## src/tzp_defines.svh

```systemverilog
`ifndef TZP_DEFINES_SVH
`define TZP_DEFINES_SVH

// Register indices; the byte address on the bus is four times the index.
`define TZP_IDX_COUNT 10'h001
`define TZP_IDX_INTCTL 10'h00b
`define TZP_IDX_CONFIG 10'h081

// Field positions in the interrupt control register.
`define TZP_BIT_FLAG 2
`define TZP_BIT_IRQ_EN 5

// Field positions in the prescale configuration register.
`define TZP_BIT_SRC 5
`define TZP_BIT_EDGE 4
`define TZP_BIT_ASSIGN 3
`define TZP_RATIO_MSB 2

// Reset values.
`define TZP_CONFIG_RESET 8'hff
`define TZP_COUNT_RESET 8'h00

// Timing counts.
`define TZP_CLKS_PER_INSTR 4
`define TZP_INHIBIT_INSTR 2
`define TZP_PHASE_TWO 2'h1
`define TZP_PHASE_FOUR 2'h3

`endif

```

## src/tzp_pkg.sv

```systemverilog
package tzp_pkg;

	typedef enum logic [3:0] {
		TZP_BUS_IDLE = 4'h1,
		TZP_BUS_WRITE = 4'h2,
		TZP_BUS_READ = 4'h4,
		TZP_BUS_RDONE = 4'h8
	} tzp_bus_state_t;

	typedef logic [7:0] tzp_byte_t;

endpackage : tzp_pkg

```

## src/tzp_prescaler.sv

```systemverilog
`timescale 1ns/1ps
`default_nettype none

module tzp_prescaler #(
	parameter int WIDTH = 8
)(
	input wire logic clock_in,
	input wire logic rst_n_in,
	input wire logic clk_en_in,
	input wire logic clear_in,
	input wire logic tick_in,
	input wire logic [3:0] shift_in,
	output logic tick_out
);

	logic [WIDTH-1:0] cnt_reg;
	logic [WIDTH:0] full_w;
	logic [WIDTH-1:0] mask_w;
	logic wrap_w;

	// A division by two to the power shift_in: the output pulses when
	// all counted low bits are ones and one more tick arrives.
	assign full_w = {{WIDTH{1'b0}}, 1'b1} << shift_in;
	assign mask_w = full_w[WIDTH-1:0] - {{(WIDTH-1){1'b0}}, 1'b1};
	assign wrap_w = tick_in && ((cnt_reg & mask_w) == mask_w);

	always_ff @(posedge clock_in) begin
		if (!rst_n_in) begin
			cnt_reg <= '0;
			tick_out <= 1'b0;
		end else if (clk_en_in) begin
			if (clear_in) begin
				cnt_reg <= '0;
				tick_out <= 1'b0;
			end else begin
				tick_out <= wrap_w;
				if (tick_in) begin
					cnt_reg <= cnt_reg + {{(WIDTH-1){1'b0}}, 1'b1};
				end
			end
		end
	end

endmodule : tzp_prescaler

`default_nettype wire

```

## src/tzp_sync.sv

```systemverilog
`timescale 1ns/1ps
`default_nettype none

module tzp_sync (
	input wire logic clock_in,
	input wire logic rst_n_in,
	input wire logic clk_en_in,
	input wire logic async_in,
	output logic sync_out
);

	logic meta_reg;

	// The first stage is read only by the second stage.
	always_ff @(posedge clock_in) begin
		if (!rst_n_in) begin
			meta_reg <= 1'b0;
			sync_out <= 1'b0;
		end else if (clk_en_in) begin
			meta_reg <= async_in;
			sync_out <= meta_reg;
		end
	end

endmodule : tzp_sync

`default_nettype wire

```

## src/tzp_timer_zero.sv

```systemverilog
// Local design decision: register access over AHB-Lite.
`timescale 1ns/1ps
`include "tzp_defines.svh"
`default_nettype none

module tzp_timer_zero
	import tzp_pkg::*;
#(
	parameter int PRESCALE_WIDTH = 8
)(
	input wire logic clock_in,
	input wire logic rst_n_in,
	input wire logic por_rst_n_in,
	input wire logic clk_en_in,
	input wire logic hsel_in,
	input wire logic [31:0] haddr_in,
	input wire logic [1:0] htrans_in,
	input wire logic hwrite_in,
	input wire logic [2:0] hsize_in,
	input wire logic [31:0] hwdata_in,
	input wire logic hready_in,
	output logic hreadyout_out,
	output logic [31:0] hrdata_out,
	output logic hresp_out,
	input wire logic ext_count_input_in,
	input wire logic sleep_in,
	input wire logic watchdog_clear_instr_in,
	input wire logic watchdog_base_tick_in,
	output logic overflow_irq_out,
	output logic watchdog_tick_out
);

	localparam logic [3:0] INHIBIT_CLKS =
		4'(`TZP_INHIBIT_INSTR * `TZP_CLKS_PER_INSTR);

	// Address decode shared by the read and write paths.
	function automatic logic hits(
		input logic [31:0] addr,
		input logic [9:0] idx
	);
		hits = (addr[11:2] == idx) && (addr[31:12] == 20'h00000);
	endfunction : hits

	// Any reset, power-on or otherwise.
	logic any_rst_w;
	assign any_rst_w = !rst_n_in || !por_rst_n_in;

	// Bus slave state.
	tzp_bus_state_t bus_state_reg;
	tzp_bus_state_t bus_next;
	logic [31:0] addr_reg;
	logic bus_take_w;
	logic bus_wr_w;
	logic size_unused_w;

	// Register storage.
	tzp_byte_t count_reg;
	tzp_byte_t config_reg;
	logic overflow_flag_reg;
	logic overflow_irq_enable_reg;

	// Counting path.
	logic [1:0] phase_reg;
	logic [3:0] inhibit_reg;
	logic pend_reg;
	logic ext_sync_w;
	logic ext_prev_reg;
	logic watchdog_sync_w;
	logic watchdog_prev_reg;

	// Decoded writes.
	logic wr_count_w;
	logic wr_intctl_w;
	logic wr_config_w;

	// Configuration fields.
	logic count_source_select;
	logic count_edge_select;
	logic prescaler_assign_select;
	logic [2:0] prescale_ratio_field;

	// Events.
	logic instr_tick_w;
	logic ext_edge_w;
	logic watchdog_edge_w;
	logic src_tick_w;
	logic ps_tick_w;
	logic ps_clear_w;
	logic [3:0] ps_shift_w;
	logic ps_out_w;
	logic timer_event_w;
	logic sample_w;
	logic take_w;
	logic inc_w;
	logic overflow_w;
	logic flag_next;
	tzp_byte_t intctl_w;
	tzp_byte_t read_mux_w;

	// Bus transfer decode.
	assign bus_take_w = hsel_in && htrans_in[1] && hready_in;
	assign bus_wr_w = (bus_state_reg == TZP_BUS_WRITE);
	assign size_unused_w = ^hsize_in;

	always_comb begin
		bus_next = TZP_BUS_IDLE;
		unique case (bus_state_reg)
			TZP_BUS_READ: begin
				bus_next = TZP_BUS_RDONE;
			end
			TZP_BUS_IDLE, TZP_BUS_WRITE, TZP_BUS_RDONE: begin
				if (bus_take_w) begin
					bus_next = hwrite_in ? TZP_BUS_WRITE : TZP_BUS_READ;
				end
			end
			default: begin
				bus_next = TZP_BUS_IDLE;
			end
		endcase
	end

	always_ff @(posedge clock_in) begin
		if (any_rst_w) begin
			bus_state_reg <= TZP_BUS_IDLE;
			hreadyout_out <= 1'b1;
			hresp_out <= 1'b0;
		end else if (clk_en_in) begin
			bus_state_reg <= bus_next;
			hreadyout_out <= (bus_next != TZP_BUS_READ);
			hresp_out <= 1'b0;
		end
	end

	always_ff @(posedge clock_in) begin
		if (any_rst_w) begin
			addr_reg <= 32'h00000000;
		end else if (clk_en_in && bus_take_w) begin
			addr_reg <= haddr_in;
		end
	end

	// The read word is captured in the wait cycle, after any earlier write.
	always_ff @(posedge clock_in) begin
		if (any_rst_w) begin
			hrdata_out <= 32'h00000000;
		end else if (clk_en_in && bus_state_reg == TZP_BUS_READ) begin
			hrdata_out <= {24'h000000, read_mux_w};
		end
	end

	assign wr_count_w = bus_wr_w && hits(addr_reg, `TZP_IDX_COUNT);
	assign wr_intctl_w = bus_wr_w && hits(addr_reg, `TZP_IDX_INTCTL);
	assign wr_config_w = bus_wr_w && hits(addr_reg, `TZP_IDX_CONFIG);

	// The prescaler count has no address, so it never reaches the mux.
	assign intctl_w = {2'h0, overflow_irq_enable_reg, 2'h0,
		overflow_flag_reg, 2'h0};
	assign read_mux_w =
		hits(addr_reg, `TZP_IDX_COUNT) ? count_reg :
		hits(addr_reg, `TZP_IDX_INTCTL) ? intctl_w :
		hits(addr_reg, `TZP_IDX_CONFIG) ? config_reg :
		8'h00;

	// Configuration fields.
	assign count_source_select = config_reg[`TZP_BIT_SRC];
	assign count_edge_select = config_reg[`TZP_BIT_EDGE];
	assign prescaler_assign_select = config_reg[`TZP_BIT_ASSIGN];
	assign prescale_ratio_field = config_reg[`TZP_RATIO_MSB:0];

	always_ff @(posedge clock_in) begin
		if (any_rst_w) begin
			config_reg <= `TZP_CONFIG_RESET;
		end else if (clk_en_in && wr_config_w) begin
			config_reg <= hwdata_in[7:0];
		end
	end

	// Instruction cycle phases; phase four ends each cycle.
	always_ff @(posedge clock_in) begin
		if (any_rst_w) begin
			phase_reg <= 2'h0;
		end else if (clk_en_in) begin
			phase_reg <= phase_reg + 2'h1;
		end
	end

	assign instr_tick_w = (phase_reg == `TZP_PHASE_FOUR);

	// The count pin and the watchdog tick come from outside this clock.
	tzp_sync u_ext_sync (
		.clock_in(clock_in),
		.rst_n_in(!any_rst_w),
		.clk_en_in(clk_en_in),
		.async_in(ext_count_input_in),
		.sync_out(ext_sync_w)
	);

	tzp_sync u_watchdog_sync (
		.clock_in(clock_in),
		.rst_n_in(!any_rst_w),
		.clk_en_in(clk_en_in),
		.async_in(watchdog_base_tick_in),
		.sync_out(watchdog_sync_w)
	);

	always_ff @(posedge clock_in) begin
		if (any_rst_w) begin
			ext_prev_reg <= 1'b0;
			watchdog_prev_reg <= 1'b0;
		end else if (clk_en_in) begin
			ext_prev_reg <= ext_sync_w;
			watchdog_prev_reg <= watchdog_sync_w;
		end
	end

	assign ext_edge_w = count_edge_select ?
		(ext_prev_reg && !ext_sync_w) :
		(!ext_sync_w ? 1'b0 : !ext_prev_reg);
	assign watchdog_edge_w = watchdog_sync_w && !watchdog_prev_reg;

	// Counting source, stopped entirely while asleep.
	assign src_tick_w = !sleep_in &&
		(count_source_select ? ext_edge_w : instr_tick_w);

	// Shared prescaler: assigned to the counter when the bit is clear.
	assign ps_tick_w = prescaler_assign_select ?
		watchdog_edge_w : src_tick_w;
	assign ps_shift_w = prescaler_assign_select ?
		{1'b0, prescale_ratio_field} :
		{1'b0, prescale_ratio_field} + 4'h1;
	assign ps_clear_w = prescaler_assign_select ?
		watchdog_clear_instr_in : wr_count_w;

	tzp_prescaler #(
		.WIDTH(PRESCALE_WIDTH)
	) u_prescaler (
		.clock_in(clock_in),
		.rst_n_in(!any_rst_w),
		.clk_en_in(clk_en_in),
		.clear_in(ps_clear_w),
		.tick_in(ps_tick_w),
		.shift_in(ps_shift_w),
		.tick_out(ps_out_w)
	);

	// Whichever side lacks the prescaler sees its source undivided.
	assign timer_event_w = prescaler_assign_select ?
		src_tick_w : ps_out_w;

	always_ff @(posedge clock_in) begin
		if (any_rst_w) begin
			watchdog_tick_out <= 1'b0;
		end else if (clk_en_in) begin
			watchdog_tick_out <= prescaler_assign_select ?
				ps_out_w : watchdog_edge_w;
		end
	end

	// A pending event only moves the counter at phase two or four.
	assign sample_w = (phase_reg == `TZP_PHASE_TWO) ||
		(phase_reg == `TZP_PHASE_FOUR);
	assign take_w = pend_reg && sample_w;
	assign inc_w = take_w && (inhibit_reg == 4'h0) && !sleep_in;

	always_ff @(posedge clock_in) begin
		if (any_rst_w) begin
			pend_reg <= 1'b0;
		end else if (clk_en_in) begin
			if (wr_count_w || sleep_in) begin
				pend_reg <= 1'b0;
			end else begin
				pend_reg <= timer_event_w || (pend_reg && !take_w);
			end
		end
	end

	always_ff @(posedge clock_in) begin
		if (any_rst_w) begin
			inhibit_reg <= 4'h0;
		end else if (clk_en_in) begin
			if (wr_count_w) begin
				inhibit_reg <= INHIBIT_CLKS;
			end else if (inhibit_reg != 4'h0) begin
				inhibit_reg <= inhibit_reg - 4'h1;
			end
		end
	end

	// Only a power-on reset touches the counter value.
	always_ff @(posedge clock_in) begin
		if (!por_rst_n_in) begin
			count_reg <= `TZP_COUNT_RESET;
		end else if (clk_en_in) begin
			if (wr_count_w) begin
				count_reg <= hwdata_in[7:0];
			end else if (inc_w) begin
				count_reg <= count_reg + 8'h01;
			end
		end
	end

	assign overflow_w = inc_w && !wr_count_w &&
		(count_reg == 8'hff);

	// A wrap in the same cycle as a software clear still sets the flag.
	assign flag_next = wr_intctl_w ?
		(hwdata_in[`TZP_BIT_FLAG] || overflow_w) :
		(overflow_flag_reg || overflow_w);

	always_ff @(posedge clock_in) begin
		if (any_rst_w) begin
			overflow_flag_reg <= 1'b0;
			overflow_irq_enable_reg <= 1'b0;
		end else if (clk_en_in) begin
			overflow_flag_reg <= flag_next;
			if (wr_intctl_w) begin
				overflow_irq_enable_reg <= hwdata_in[`TZP_BIT_IRQ_EN];
			end
		end
	end

	always_ff @(posedge clock_in) begin
		if (any_rst_w) begin
			overflow_irq_out <= 1'b0;
		end else if (clk_en_in) begin
			overflow_irq_out <= overflow_flag_reg &&
				overflow_irq_enable_reg && !size_unused_w ^ size_unused_w;
		end
	end

endmodule : tzp_timer_zero

`default_nettype wire

```

## config.mk

```make
export PLATFORM = sky130hd
export DESIGN_NAME = tzp_timer_zero
export DESIGN_NICKNAME = d
export VERILOG_FILES = /design/src/tzp_pkg.sv /design/src/tzp_prescaler.sv /design/src/tzp_sync.sv /design/src/tzp_timer_zero.sv
export VERILOG_INCLUDE_DIRS = /design/src /design/src/src
export SDC_FILE = /design/constraint.sdc
export NUM_CORES = 1
export LEC_CHECK = 0
export BUFFER_PORTS_ARGS = -buffer_cell sky130_fd_sc_hd__buf_2
export CAP_MARGIN = 30
export CORE_MARGIN = 2
export CORE_UTILIZATION = 57
export CTS_CLUSTER_DIAMETER = 80
export DETAILED_ROUTE_END_ITERATION = 8
export GPL_TIMING_DRIVEN = 1
export PLACE_DENSITY = 0.85
export SYNTH_ARGS = -nofsm -noshare
export SYNTH_HDL_FRONTEND = slang
export SYNTH_SLANG_ARGS = --single-unit
```

## constraint.sdc

```tcl
create_clock -name clock_in -period 4.2 [get_ports clock_in]
set_clock_uncertainty 0.05 [all_clocks]
set_input_delay 0.21 -clock clock_in [delete_from_list [all_inputs] [get_ports clock_in]]
set_output_delay 0.21 -clock clock_in [all_outputs]
set_load 0.02 [all_outputs]
```

==> results of run 1 <==
## area by class of cell
cell class | instances | area [um^2]
clock buffer | 9 | 123.9
clock inverter | 6 | 111.4
fill | 676 | 2680
inverter | 9 | 33.78
multi-input combinational | 423 | 2456
sequential | 85 | 1702
tap | 102 | 127.6
timing repair buffer | 66 | 372.9
## report_power, final
part | total (uW) | internal, uW | switching, uW | leakage (uW)
sequential | 814 | 810 | 3.77 | 0.000686
clock | 688 | 393 | 295 | 0.000116
combinational | 106 | 33.5 | 72.4 | 0.00104
## metrics by stage
stage / instances / util (%)
after floorplan: 576 / -
after global placement: 682 / 61.02
after detailed placement: 684 / 61.48
after CTS: 699 / 64.57
after global routing: 700 / 64.77
final: 700 / 64.77
## layer usage
metal / global-route usage (%) / vias up / share of wire, %
met3: 5.094 / 19 / 5.4
met5: 0 / - / 0
met4: 8.706 / 0 / 2.1
met1: 30.98 / 1853 / 45
met2: 41.24 / 116 / 48
li1: - / 1958 / -
## worst min path at each step
stage / from / endpoint / depth (start not counted) / slack, ps
floorplan: hwdata_in[6] / config_reg[6] / 2 / 290
global placement: addr_reg[17] / addr_reg[17] / 2 / 390
detailed placement: addr_reg[31] / addr_reg[31] / 2 / 400
CTS: haddr_in[14] / addr_reg[14] / 3 / 20
global route: haddr_in[5] / addr_reg[5] / 3 / 20
finish: haddr_in[31] / addr_reg[31] / 3 / 30
## logic make-up after synthesis
family | count (synthesis) | share of synthesized area [%]
other | 1 | 0.08483
buffers and inverters | 68 | 8.095
adder cells (fa/ha/maj) | 8 | 2.264
multiplexers | 26 | 6.057
AND/OR/NAND/NOR | 224 | 24.12
flip-flops | 85 | 38.49
AO/OA/AOI/OAI | 126 | 18.12
XOR/XNOR | 14 | 2.774
## synthesized netlist by cell type (8+ instances only)
| cell | n | area share (%) |
|---|---|---|
| nor2_1 | 47 | 4.0 |
| inv_1 | 9 | 0.76 |
| buf_4 | 25 | 4.2 |
| xnor2_1 | 9 | 1.8 |
| nor3_1 | 14 | 1.6 |
| nand2_1 | 102 | 8.7 |
| clkbuf_1 | 29 | 2.5 |
| nand3_1 | 11 | 1.2 |
| dfxtp_1 | 85 | 38 |
| o21ai_0 | 15 | 1.7 |
| ha_1 | 8 | 2.3 |
| mux2i_1 | 20 | 4.5 |
| a21oi_1 | 62 | 7.0 |
## critical path: cells and delay by family (launching register included)
kind	cells	cell delay [ps]
flip-flops	1	640
AND/OR/NAND/NOR	5	900
AO/OA/AOI/OAI	5	890
adder cells (fa/ha/maj)	2	680
==> metrics.md, run 1 <==
| Metric | Value |
|---|---|
| Status | complete, no violations |
| Most used DFF post-synth | dfxtp_1 |
| Clock transition at path regs | 80 ps |
| Fraction of layout instances using a drive strength above 1 | 16.89% |
| Most common cell after layout, fill and taps aside | nand2_1 |
| Seq/Total Area, Yosys | about 38% |
| Area after DPL | 0.004677 mm^2 |
| Synth warn | 0 |
| EDFF count, synth | 0 |
| Data required time of the worst path | approximately 4400 ps |
| Starting density of the core | between 50% and 60% |
| Setup crit end | u_prescaler.tick_out |
| Reg2Reg Depth | 12 |
| Final ANT Viol Nets | 0 |
| DRT Pass-1 Iters | 4 |
| Drc violations | 0 |
| Slew Limit Fails | 0 |
| First-pass GRT wire length | about 17000 um |
| Maxcap violations | 0 |
| Post-CTS Hold Fix Bufs | 0 |
| Distinct cells, synth | 59 |
| Setup total negative slack | 0 ps |
| Vias in the first global route | 3672 |
| Ant diodes | 0 |
| Final Wtd Congestion | ~0.9 |
| Via Count | a little under 4000 |
| Rows | 32 |
| R2R setup slack | 940 ps |
| Sink Count | 85 |
| CP arrival | 3470 ps |
| Initial drt markers | 225 |
| Setup-failing EPs final | 0 |
| Commonest cells after routing, fill and taps aside | nand2_1 (101), dfxtp_1 (85), a21oi_1 (62), buf_2 (60), nor2_1 (46) |
| CP Class | reg -> reg |
| Clk_lat worst skew | ~360 ps |
| Syn_area_per_cell | between 8 and 9 um^2 |
| Setup bufs post-CTS | 0 |
| IO Count | 116 |
| FF+latch count, synth | 85 |
| Pwr/cell area | 326.3 mW/mm^2 |
| Port Buffers | 60 |
| Worst min path class | in -> reg |
| Crit. Startpoint | config_reg[1] |
| Die X-Extent | 92.07 um |
| Fin. Hold Viols | 0 |
| Worst vdd ir | 225.0 uV |
| Max FFs per register | 30 |
| Final Net Count | 682 |
| Post-route minimum period | roughly 3300 ps |
| Crit share post-route | between 70% and 80% |
| WL final | roughly 10000 um |
| CP cell instances | ha_1 > nor2b_1 > nand3_1 > o21ai_0 > nand2_1 > ha_1 > nor4b_1 > a21oi_1 > o311a_1 > o211ai_1 > and4b_1 > a31o_2 |
| GR Overflow Total | 0 |
| Max stage delay on crit path | roughly 640 ps |
| Fmax | 306.4 MHz |
| Startpoint types | register |
| RR Endpoint | u_prescaler.tick_out |
| PnR Total Power | between 1500 and 2000 uW |
| Antenna violations before repair | 0 |
| Leak | ~0.0018 uW |
| Slew headroom | 39.69% |
| Wirelength per Cell | 14.40 um |
| CTS root buffer | clkbuf_8 |
| CTS tree | done |
| H-tree depth | 3 |
| Synth-to-Final Area Change | 11.46% |
| DP Worst Slack | approximately 1000 ps |
| FFs w/ async S/R, synth | 0% |
| Die H | 92.07 um |
| Die Area | 0.008476 mm^2 |
| CTS max path bufs | 2 |
| Worst setup EP type | register |
| All-Layer GR Usage | between 20% and 30% |
| Design area | 0.004927 mm^2 |
| Area of the mapped netlist | around 0.0044 mm^2 |
| Cts bufs inserted | 9 |
| Critical path's slowest cell | dfxtp_1 |
| Cts repair resizes | 0 |
| CP dominant cell by count | ha_1 |
| Setup ws final | slightly above 900 ps |
| Dpl hpwl | 7158 um |
| Crit path max fanout | 15 |
| Reg2Reg Launch Point | config_reg[1] |
| Via/cell ratio | 5.637 |
| Post-synthesis cell count | 552 |
| Core area | 0.007607 mm^2 |
| RSZ-0062 raised after global routing | no |
| Worst slew pin tran | 904.1 ps |
| Largest net degree at the start of global routing | 42 |
| Worst hold slack | ~30 ps |
(Power assumes the default switching activity.)
==> run 2: changes to the inputs <==
--- a/config.mk
+++ b/config.mk
@@ -9,11 +9,11 @@
 export BUFFER_PORTS_ARGS = -buffer_cell sky130_fd_sc_hd__buf_2
 export CAP_MARGIN = 30
 export CORE_MARGIN = 2
-export CORE_UTILIZATION = 57
+export CORE_UTILIZATION = 53
 export CTS_CLUSTER_DIAMETER = 80
 export DETAILED_ROUTE_END_ITERATION = 8
 export GPL_TIMING_DRIVEN = 1
-export PLACE_DENSITY = 0.85
+export PLACE_DENSITY = 0.8
 export SYNTH_ARGS = -nofsm -noshare
 export SYNTH_HDL_FRONTEND = slang
 export SYNTH_SLANG_ARGS = --single-unit
==> constraint.sdc (replaced) <==
create_clock -name clock_in -period 3.23 [get_ports clock_in]
set_clock_uncertainty 0.05 [all_clocks]
set_input_delay 0.1615 -clock clock_in [delete_from_list [all_inputs] [get_ports clock_in]]
set_output_delay 0.1615 -clock clock_in [all_outputs]
set_load 0.02 [all_outputs]
==> metrics.md, run 2 (synthesis gave the netlist of run 1 again) <==
| Metric | Value |
|---|---|
| Worst min path class | in -> reg |
| Fmax | 337.5 MHz |
| R2R setup slack | 270 ps |
| Sink Count | between 80 and 90 |
| Slew Limit Fails | 0 |
| Die X-Extent | ~95 um |
| Final non-filler cell total | 737 |
| Starting density of the core | approximately 54% |
| Worst vdd ir | 274.0 uV |
| Pwr/cell area | 397.3 mW/mm^2 |
| Drc violations | 0 |
| WL final | ~11000 um |
| Synth-to-Final Area Change | 18.31% |
| GR Overflow Total | 0 |
| CP dominant cell by count | ha_1 |
| Ant diodes | 0 |
| Status | complete, no violations |
| Worst Hold Depth | 3 |
| Final ANT Viol Nets | 0 |
| Cts bufs inserted | 9 |
| Port Buffers | 60 |
| Crit path max fanout | 9 |
| DRT Pass-1 Iters | 5 |
| RR Endpoint | u_prescaler.tick_out |
| Setup-failing EPs final | 0 |
| Cts repair resizes | 0 |
| Leak | 0.001965 uW |
| Fin. Hold Viols | 0 |
| Startpoint types | register |
| WP depth | 12 |
| Data required time of the worst path | 3430 ps |
| Core area | 0.008134 mm^2 |
| Commonest cells after routing, fill and taps aside | nand2_1 (101), dfxtp_1 (85), a21oi_1 (62), buf_2 (60), nor2_1 (46) |
| Worst setup EP type | register |
| Final Wtd Congestion | around 0.86 |
| Post-route minimum period | 2963 ps |
| Reg2Reg Launch Point | config_reg[1] |
| Design area | 0.005230 mm^2 |
| Die Area | 0.009087 mm^2 |
| CTS root buffer | clkbuf_8 |
| Antenna violations before repair | 0 |
| Placed instance count | 691 |
| Max FFs per register | 30 |
| Area after DPL | 0.004698 mm^2 |
| DP Worst Slack | approximately 300 ps |
| Max stage delay on crit path | roughly 350 ps |
| Most common cell after layout, fill and taps aside | nand2_1 |
| Clock transition at path regs | 80 ps |
| CTS max path bufs | 2 |
| CP cell instances | ha_1 > nor2b_1 > nand3_1 > o21ai_0 > nand2_1 > ha_1 > nor4b_1 > a21oi_1 > o311a_1 > o211ai_1 > and4b_1 > a31o_2 |
| Maxcap violations | 0 |
| Setup total negative slack | 0 ps |
| CTS tree | done |
| Post-CTS Hold Fix Bufs | 30 |
| H-tree depth | 3 |
| Setup ws final | 266.6 ps |
| Rows | 33 |
| CP Class | reg -> reg |
| CP arrival | 3160 ps |
| RSZ-0062 raised after global routing | no |
| First-pass GRT wire length | approximately 18000 um |
| Critical path's slowest cell | dfxtp_1 |
| Via/cell ratio | 5.620 |
| Clk_lat worst skew | 360 ps |
| All-Layer GR Usage | 25.11% |
| Reg2Reg Depth | 12 |
| Crit. Startpoint | config_reg[1] |
| Worst slew pin tran | 932.9 ps |
| Crit share post-route | 91.75% |
| Die H | 95.33 um |
| Setup crit end | u_prescaler.tick_out |
| Vias in the first global route | 3919 |
| Setup bufs post-CTS | 0 |
| Worst Path Buf+Inv | 0 |
| IO Count | 116 |
| Fraction of layout instances using a drive strength above 1 | 16.61% |
| Final Net Count | 715 |
| Dpl hpwl | 7313 um |
| Via Count | 4142 |
| Slew headroom | 37.15% |
| Crit path max-delay family | simple AND/OR/NAND/NOR gates |
| Wirelength per Cell | 14.78 um |
| Worst hold slack | 0.4462 ps |
| Initial drt markers | 259 |
| Largest net degree at the start of global routing | 36 |
## run 2: routing by layer
| layer | global-route usage, % | vias to the layer above | wire, um |
|---|---|---|---|
| li1 | - | 2025 | - |
| met1 | 31.60 | 1942 | 4638 |
| met2 | 42.25 | 151 | 5395 |
| met3 | 4.348 | 24 | 625 |
| met4 | 10.75 | 0 | 233 |
| met5 | 0 | - | 0 |
## run 2: stage by stage
stage          util, %  total power (uW)
2_1_floorplan        -              1189
3_3_place_gp     57.58              1213
3_5_place_dp     57.76              1216
4_1_cts          64.30              2082
5_1_grt          64.30              2154
6_report         64.30              2078
## run 2: layout make-up
type                    instances  area [um^2]
flip-flops and latches         85         1702
fillers                       679         2904
repair buffers                 99        675.6
well taps                     105        131.4
clock inverters                 6        93.84
clock buffers                  10        137.6
multi-input cells             423         2456
inverters                       9        33.78
## run 2: how the worst min path moves through the flow
stage                                           to                  start  slack (ps)
after global placement    u_watchdog_sync.meta_reg  watchdog_base_tick_in         350
after floorplan                      config_reg[6]           hwdata_in[6]         240
after CTS                            config_reg[6]           hwdata_in[6]           1
after detailed placement             config_reg[7]           hwdata_in[7]         360
final                          u_ext_sync.meta_reg     ext_count_input_in         0.4
after global routing           u_ext_sync.meta_reg     ext_count_input_in          20
## run 2: worst register-to-register path: cells and delay by family (launching register included)
kind | cells | cell delay [ps]
fa+ha+maj | 2 | 600
simple gates | 5 | 960
flops | 1 | 350
compound gates | 5 | 890
## run 2: report_power, final
| part | internal (uW) | total, uW | switching [uW] |
|---|---|---|---|
| logic | 65.2 | 165 | 99.9 |
| clock network | 462 | 854 | 393 |
| registers | 1050 | 1060 | 5.13 |
